[config.mk]
export PLATFORM = sky130hd
export DESIGN_NAME = cgb_gate_bank
export DESIGN_NICKNAME = d
export VERILOG_FILES = /design/src/design/cgb_pkg.sv /design/src/design/cgb_gate_bank.sv
export SDC_FILE = /design/constraint.sdc
export NUM_CORES = 1
export LEC_CHECK = 0
export BUFFER_PORTS_ARGS = -buffer_cell sky130_fd_sc_hd__buf_2
export CAP_MARGIN = 20
export CORE_UTILIZATION = 45
export CTS_CLUSTER_DIAMETER = 200
export DETAILED_ROUTE_END_ITERATION = 16
export PLACE_DENSITY = 0.81
export SYNTH_ARGS = -nofsm -noshare
export SYNTH_HDL_FRONTEND = slang
export SYNTH_SLANG_ARGS = --single-unit
[constraint.sdc]
create_clock -name clk_sys -period 2.3 [get_ports clk_sys]
set_clock_uncertainty 0.05 [all_clocks]
set_input_delay 0.575 -clock clk_sys [delete_from_list [all_inputs] [get_ports clk_sys]]
set_output_delay 0.575 -clock clk_sys [all_outputs]
set_load 0.03 [all_outputs]
[src/design/cgb_pkg.sv]
/*
 * Constants for the unit clock gate bank: register offsets, gate bit
 * positions, writable masks, reset values and the power mode encoding.
 * Assumes a 32-bit AHB-Lite register bus and a 7-unit gated peripheral set.
 */
package cgb_pkg;

   // ---------------------------------------------------------------
   // Register offsets (byte addresses, low 12 bits)
   // ---------------------------------------------------------------
   localparam int ADDR_W = 12;
   localparam logic [ADDR_W-1:0] CGB_RUN_OFS = 12'h104;
   localparam logic [ADDR_W-1:0] CGB_SLEEP_OFS = 12'h114;
   localparam logic [ADDR_W-1:0] CGB_CTRL_OFS = 12'h200;
   localparam logic [ADDR_W-1:0] CGB_STAT_OFS = 12'h204;
   localparam logic [ADDR_W-1:0] CGB_MASK_OFS = 12'h208;

   // ---------------------------------------------------------------
   // Gate layout
   // ---------------------------------------------------------------
   localparam int CGB_UNITS = 7;
   localparam int CGB_BIT_ASYNC_SERIAL_ZERO_GATE = 0;
   localparam int CGB_BIT_SYNC_SERIAL_ZERO_GATE = 4;
   localparam int CGB_BIT_TMR0 = 16;
   localparam int CGB_BIT_TMR1 = 17;
   localparam int CGB_BIT_TMR2 = 18;
   localparam int CGB_BIT_CMP0 = 24;
   localparam int CGB_BIT_CMP1 = 25;
   // Unit index i uses gate bit CGB_UNIT_BIT[i]
   localparam int CGB_UNIT_BIT [CGB_UNITS] = '{
      CGB_BIT_ASYNC_SERIAL_ZERO_GATE, CGB_BIT_SYNC_SERIAL_ZERO_GATE, CGB_BIT_TMR0, CGB_BIT_TMR1,
      CGB_BIT_TMR2, CGB_BIT_CMP0, CGB_BIT_CMP1};
   localparam logic [31:0] CGB_GATE_MASK = 32'h0307_0011;
   localparam logic [31:0] CGB_GATE_RESET = 32'h0000_0000;

   // ---------------------------------------------------------------
   // Control register fields
   // ---------------------------------------------------------------
   localparam int CGB_CTRL_ACG_BIT = 0;
   localparam logic CGB_ACG_RESET = 1'b0;

   // ---------------------------------------------------------------
   // Bus encodings
   // ---------------------------------------------------------------
   localparam int CGB_HTRANS_ACTIVE_BIT = 1;
   localparam logic CGB_HRESP_OKAY = 1'b0;
   localparam logic [31:0] CGB_RDATA_NONE = 32'h0000_0000;

   // ---------------------------------------------------------------
   // Processor power mode
   // ---------------------------------------------------------------
   typedef enum logic [1:0] {
      CGB_MODE_RUN = 2'b00,
      CGB_MODE_SLEEP = 2'b01,
      CGB_MODE_DEEP = 2'b11
   } cgb_mode_t;

endpackage : cgb_pkg

[src/design/cgb_gate_bank.sv]
/*
 * Unit clock gate bank: run and sleep gate registers, gate selection by
 * power mode, per-unit clock enables, bus fault answer for unclocked
 * units, sticky fault status with mask and interrupt.
 * Assumes one AHB-Lite master, word accesses only, and that the
 * deep-sleep gate register lives elsewhere and is fed in as a vector.
 */
`timescale 1ns/1ps
module cgb_gate_bank
   import cgb_pkg::*;
(
   // Clock and reset
   input wire logic clk_sys,
   input wire logic nrst,
   // AHB-Lite slave
   input wire logic hsel,
   input wire logic [31:0] haddr,
   input wire logic [1:0] htrans,
   input wire logic hwrite,
   input wire logic [2:0] hsize,
   input wire logic [31:0] hwdata,
   input wire logic hready,
   output logic [31:0] hrdata,
   output logic hreadyout,
   output logic hresp,
   // Power mode and external deep-sleep gates
   input wire logic [1:0] cpuMode,
   input wire logic [31:0] deepSleepGates,
   // Gated units: 0 async_serial_zero_gate, 1 sync_serial_zero_gate, 2..4 timers, 5..6 comparators
   output logic [CGB_UNITS-1:0] unitClkEn,
   input wire logic [CGB_UNITS-1:0] unitAccess,
   output logic [CGB_UNITS-1:0] unitFault,
   // Interrupt
   output logic irq
);

   // ---------------------------------------------------------------
   // State
   // ---------------------------------------------------------------
   logic [31:0] runGates;
   logic [31:0] sleepGates;
   logic [31:0] faultStatus;
   logic [31:0] faultMask;
   logic autoSel;
   logic dpWrite;
   logic [ADDR_W-1:0] dpAddr;

   // ---------------------------------------------------------------
   // Bus decode
   // ---------------------------------------------------------------
   // Zero wait states: writes commit in the data phase and the read
   // mux looks at next values, so a read right behind a write is fresh.
   wire addrTaken = hsel & htrans[CGB_HTRANS_ACTIVE_BIT] & hready;
   wire rdTaken = addrTaken & ~hwrite;
   wire wrTaken = addrTaken & hwrite;
   wire [ADDR_W-1:0] addrLow = haddr[ADDR_W-1:0];
   wire wrRun = dpWrite & (dpAddr == CGB_RUN_OFS);
   wire wrSleep = dpWrite & (dpAddr == CGB_SLEEP_OFS);
   wire wrCtrl = dpWrite & (dpAddr == CGB_CTRL_OFS);
   wire wrStat = dpWrite & (dpAddr == CGB_STAT_OFS);
   wire wrMask = dpWrite & (dpAddr == CGB_MASK_OFS);

   // ---------------------------------------------------------------
   // Next register values
   // ---------------------------------------------------------------
   wire [31:0] wrGateVal = hwdata & CGB_GATE_MASK;
   wire [31:0] next_run = wrRun ? wrGateVal : runGates;
   wire [31:0] next_sleep = wrSleep ? wrGateVal : sleepGates;
   wire next_autoSel = wrCtrl ? hwdata[CGB_CTRL_ACG_BIT] : autoSel;
   wire [31:0] next_mask = wrMask ? wrGateVal : faultMask;
   wire [31:0] statClr = wrStat ? hwdata : CGB_RDATA_NONE;
   logic [31:0] faultSet;
   // Set beats clear when a fault lands on the clearing write
   wire [31:0] next_status = ((faultStatus & ~statClr) | faultSet)
                             & CGB_GATE_MASK;
   wire next_irq = |(next_status & next_mask);

   // ---------------------------------------------------------------
   // Read mux
   // ---------------------------------------------------------------
   wire [31:0] ctrlRead = {{(31 - CGB_CTRL_ACG_BIT){1'b0}}, next_autoSel};
   wire hitRun = addrLow == CGB_RUN_OFS;
   wire hitSleep = addrLow == CGB_SLEEP_OFS;
   wire hitCtrl = addrLow == CGB_CTRL_OFS;
   wire hitStat = addrLow == CGB_STAT_OFS;
   wire hitMask = addrLow == CGB_MASK_OFS;
   wire [31:0] readVal = hitRun ? next_run :
                         hitSleep ? next_sleep :
                         hitCtrl ? ctrlRead :
                         hitStat ? next_status :
                         hitMask ? next_mask : CGB_RDATA_NONE;
   wire [31:0] next_hrdata = rdTaken ? readVal : CGB_RDATA_NONE;

   // ---------------------------------------------------------------
   // Gate selection
   // ---------------------------------------------------------------
   // Sleep and deep-sleep sets apply only with auto select on; any
   // unknown mode code falls back to the run set.
   wire inSleep = cpuMode == CGB_MODE_SLEEP;
   wire inDeep = cpuMode == CGB_MODE_DEEP;
   wire [31:0] selGates = !autoSel ? runGates :
                          inSleep ? sleepGates :
                          inDeep ? deepSleepGates :
                          runGates;

   logic [CGB_UNITS-1:0] next_clkEn;
   logic [CGB_UNITS-1:0] next_fault;
   logic [CGB_UNITS-1:0] runUnits;
   logic [CGB_UNITS-1:0] sleepUnits;
   logic [CGB_UNITS-1:0] deepUnits;
   logic [31:0] faultAsStat;

   // ---------------------------------------------------------------
   // Per-unit gate and fault
   // ---------------------------------------------------------------
   genvar gi;
   generate
      for (gi = 0; gi < CGB_UNITS; gi++) begin : gUnit
         localparam int B = CGB_UNIT_BIT[gi];
         assign next_clkEn[gi] = selGates[B];
         assign next_fault[gi] = unitAccess[gi] & ~unitClkEn[gi];
         assign runUnits[gi] = runGates[B];
         assign sleepUnits[gi] = sleepGates[B];
         assign deepUnits[gi] = deepSleepGates[B];
      end
   endgenerate

   always_comb begin
      faultSet = CGB_RDATA_NONE;
      faultAsStat = CGB_RDATA_NONE;
      for (int i = 0; i < CGB_UNITS; i++) begin
         faultSet[CGB_UNIT_BIT[i]] = next_fault[i];
         faultAsStat[CGB_UNIT_BIT[i]] = unitFault[i];
      end
   end

   // ---------------------------------------------------------------
   // Registers
   // ---------------------------------------------------------------
   always_ff @(posedge clk_sys or negedge nrst) begin
      if (!nrst) begin
         dpWrite <= 1'b0;
         dpAddr <= '0;
      end else begin
         dpWrite <= wrTaken;
         dpAddr <= addrLow;
      end
   end

   always_ff @(posedge clk_sys or negedge nrst) begin
      if (!nrst) begin
         runGates <= CGB_GATE_RESET;
         sleepGates <= CGB_GATE_RESET;
         autoSel <= CGB_ACG_RESET;
         faultStatus <= CGB_GATE_RESET;
         faultMask <= CGB_GATE_RESET;
      end else begin
         runGates <= next_run;
         sleepGates <= next_sleep;
         autoSel <= next_autoSel;
         faultStatus <= next_status;
         faultMask <= next_mask;
      end
   end

   always_ff @(posedge clk_sys or negedge nrst) begin
      if (!nrst) begin
         unitClkEn <= '0;
         unitFault <= '0;
         irq <= 1'b0;
      end else begin
         unitClkEn <= next_clkEn;
         unitFault <= next_fault;
         irq <= next_irq;
      end
   end

   always_ff @(posedge clk_sys or negedge nrst) begin
      if (!nrst) begin
         hrdata <= CGB_RDATA_NONE;
         hreadyout <= 1'b1;
         hresp <= CGB_HRESP_OKAY;
      end else begin
         hrdata <= next_hrdata;
         hreadyout <= 1'b1;
         hresp <= CGB_HRESP_OKAY;
      end
   end
endmodule : cgb_gate_bank

==> impl_metrics.json <==
{
  "yosysTopAreaCellShare_pct": 66.1,
  "fp.dieH_um": 119,
  "rrSetupSlack_ps": -40,
  "cp_num_buf_inv": 0,
  "reg2reg_depth": 5,
  "synth.distinct_cells": 50,
  "status": "complete, but fails checks",
  "cp_top_family": "simple AND/OR/NAND/NOR gates",
  "hold_buffers": 0,
  "via_count": 4388,
  "synth_cells": 497,
  "cts_tree": "done",
  "htree_levels": 4,
  "portBuffers": 87,
  "grt_max_degree": 61,
  "stdcell_count": 808,
  "synthTopCellsByArea": "dfrtp_1 (66%), and2_1 (6.9%), a21oi_1 (2.2%)",
  "path_clk_slew_ps": 60,
  "critPathMaxFanout": 7,
  "yosysMostFrequentCell": "dfrtp_1",
  "seqCellArea_sq_um": 4100,
  "area_delta_synth_final_pct": 27.2,
  "initial_core_util_pct": 46.5,
  "antenna_cells": 0,
  "grt_pass1_wl_um": 23900,
  "syn_area_per_cell_sq_um": 12.5,
  "placed_cell_area_sq_um": 7070,
  "worstSetupPathType": "reg2reg",
  "grt_pass1_vias": 4612,
  "violations": "negative setup slack",
  "critPathSlowestCell": "or4_4",
  "routabilityCongestion": 0.899,
  "finalWirelength_um": 14700,
  "worstPathCellList": "or4b_4, or4_4, mux2_4, nor3_2, nor3_1",
  "drv_cap": 0,
  "clk_latency_ps": 420,
  "io_pins": 164,
  "core_area_sq_um": 13300,
  "track_usage_pct": 22.0,
  "worst_slack_ps": -39.7,
  "antenna_found_initial": 1,
  "fillers": 1035,
  "timing_worst_slew_pin_value_ps": 728,
  "fin_crit_sh_pct": 102,
  "crit_required_ps": 2520,
  "dieArea_sq_um": 14300,
  "leakagePower_nw": 3.79,
  "placed_cells": 771,
  "place_ws_ps": -237,
  "wire_per_inst_um": 18.2,
  "slew_violations": 0,
  "drt_iter0_drc": 509,
  "synth_area_sq_um": 6210,
  "worstSetupEndpointType": "register",
  "place_hpwl_um": 9210,
  "drt_pass1_iterations": 5,
  "yosys-top-cells-count": "dfrtp_1 (164), and2_1 (68), nor2_1 (32), nand2_1 (31), a21oi_1 (27)",
  "power.density_nw_per_um2": 774,
  "worst_ep_arrival_time_ps": 2560,
  "drc": 0,
  "cp.depth": 5,
  "finalHoldViolCount": 0,
  "ys_seq_area_share_pct": 66.1,
  "die_w_um": 119,
  "syn-num-nets": 612,
  "viasPerCell": 5.43,
  "synth_edf_count": 0,
  "synth_flop_cell": "dfrtp_1",
  "setup_viol": 14,
  "final_cell_area_sq_um": 7900,
  "grt-ovfl-total": 0,
  "multi_input_area_sq_um": 2110,
  "drive_above_1_share_pct": 34.5,
  "rsz0062_at_grt": "yes",
  "synth_top_area_cell": "dfrtp_1",
  "row_count": 42,
  "postRouteAntennaNets": 0,
  "clkSinkCount": 164,
  "fin_nets": 735,
  "max_stage_delay_ps": 650,
  "ys_async_sr_fraction_pct": 100,
  "clk_path_buf_depth": 2,
  "min_period_ps": 2340,
  "cts_buffers": 17,
  "irDropWorstVdd_mv": 0.545,
  "hold_class": "in2async",
  "root_buffer": "clkbuf_16",
  "ys_ff_latch": 164,
  "slew_headroom_pct": 51.4,
  "fmax_mhz": 427,
  "ys_warn_count": 0,
  "start_kind": "register"
}
layout make-up:
cell class                      instances  area share, %
Sequential cell                       164           52.0
Multi-Input combinational cell        298           26.7
Timing Repair Buffer                  127           10.2
Clock buffer                           20           5.78
Tap cell                              176           2.79
Clock inverter                         11           1.92
Inverter                               12          0.571
cell families after synthesis:
logic type      Yosys count  synth area share [%]
simple gates            192                  18.1
flops                   164                  66.1
compound gates           78                  8.71
buf+inv                  37                  2.76
mux                      24                  4.25
other cells               2                 0.121
what timing repair did:
item                                    4_1_cts  5_1_grt
gates cloned                                  2        0
endpoints found under the setup margin       33       33
buffers inserted                              4        1
pin swaps                                    10        8
resized for setup                            14       25
flip-flops by register name, summed over array words and instances (netlist names):
name / count
unitFault: 7
runGates: 32
sleepGates: 32
hrdata: 32
faultStatus: 7
dpWrite: 1
faultMask: 32
autoSel: 1
unitClkEn: 7
irq: 1
dpAddr: 12
per-stage QoR:
stage	util [%]	power, mW	hold slack (ps)	setup TNS (ps)
2_1_floorplan	-	3.11	229	0
3_3_place_gp	53.0	3.26	377	-4430
3_5_place_dp	53.0	3.27	393	-4720
4_1_cts	58.4	6.14	69.9	-143
5_1_grt	59.1	6.31	91.0	-1360
6_report	59.1	6.11	68.4	-180
worst paths after layout:
kind	start	to
max	dpAddr[9]$_DFF_PN0_	hrdata[25]$_DFF_PN0_
min in group clk_sys	haddr[7]	dpAddr[7]$_DFF_PN0_
max reg2reg	dpAddr[9]$_DFF_PN0_	hrdata[25]$_DFF_PN0_
min reg2reg	unitClkEn[2]$_DFF_PN0_	unitFault[2]$_DFF_PN0_
max in group asynchronous	nrst	hrdata[11]$_DFF_PN0_
min	nrst	runGates[29]$_DFF_PN0_
power by group:
part	total, mW	internal, mW	switching (mW)
clock network	2.88	1.77	1.11
logic	0.287	0.0985	0.188
registers	2.95	2.93	0.0239
total	6.11	4.79	1.32
routing by layer:
layer | global-route usage [%] | share of wire (%)
met1 | 28.0 | 42
met4 | 7.50 | 1.4
met5 | 0 | 0
met3 | 4.69 | 5.8
met2 | 37.3 | 51
placed cells by master, fill, tap and decap left out, types with 11 or more instances in the layout:
cell type	netlist	routed
dfrtp_1	164	164
buf_2	4	86
and2_1	68	62
buf_4	3	33
nand2_1	31	30
nor2_1	32	27
a21oi_1	27	27
clkbuf_16	0	17
a22oi_1	18	14
and2_4	6	12
inv_1	11	11
nor2b_1	11	11
(Power assumes the default switching activity.)
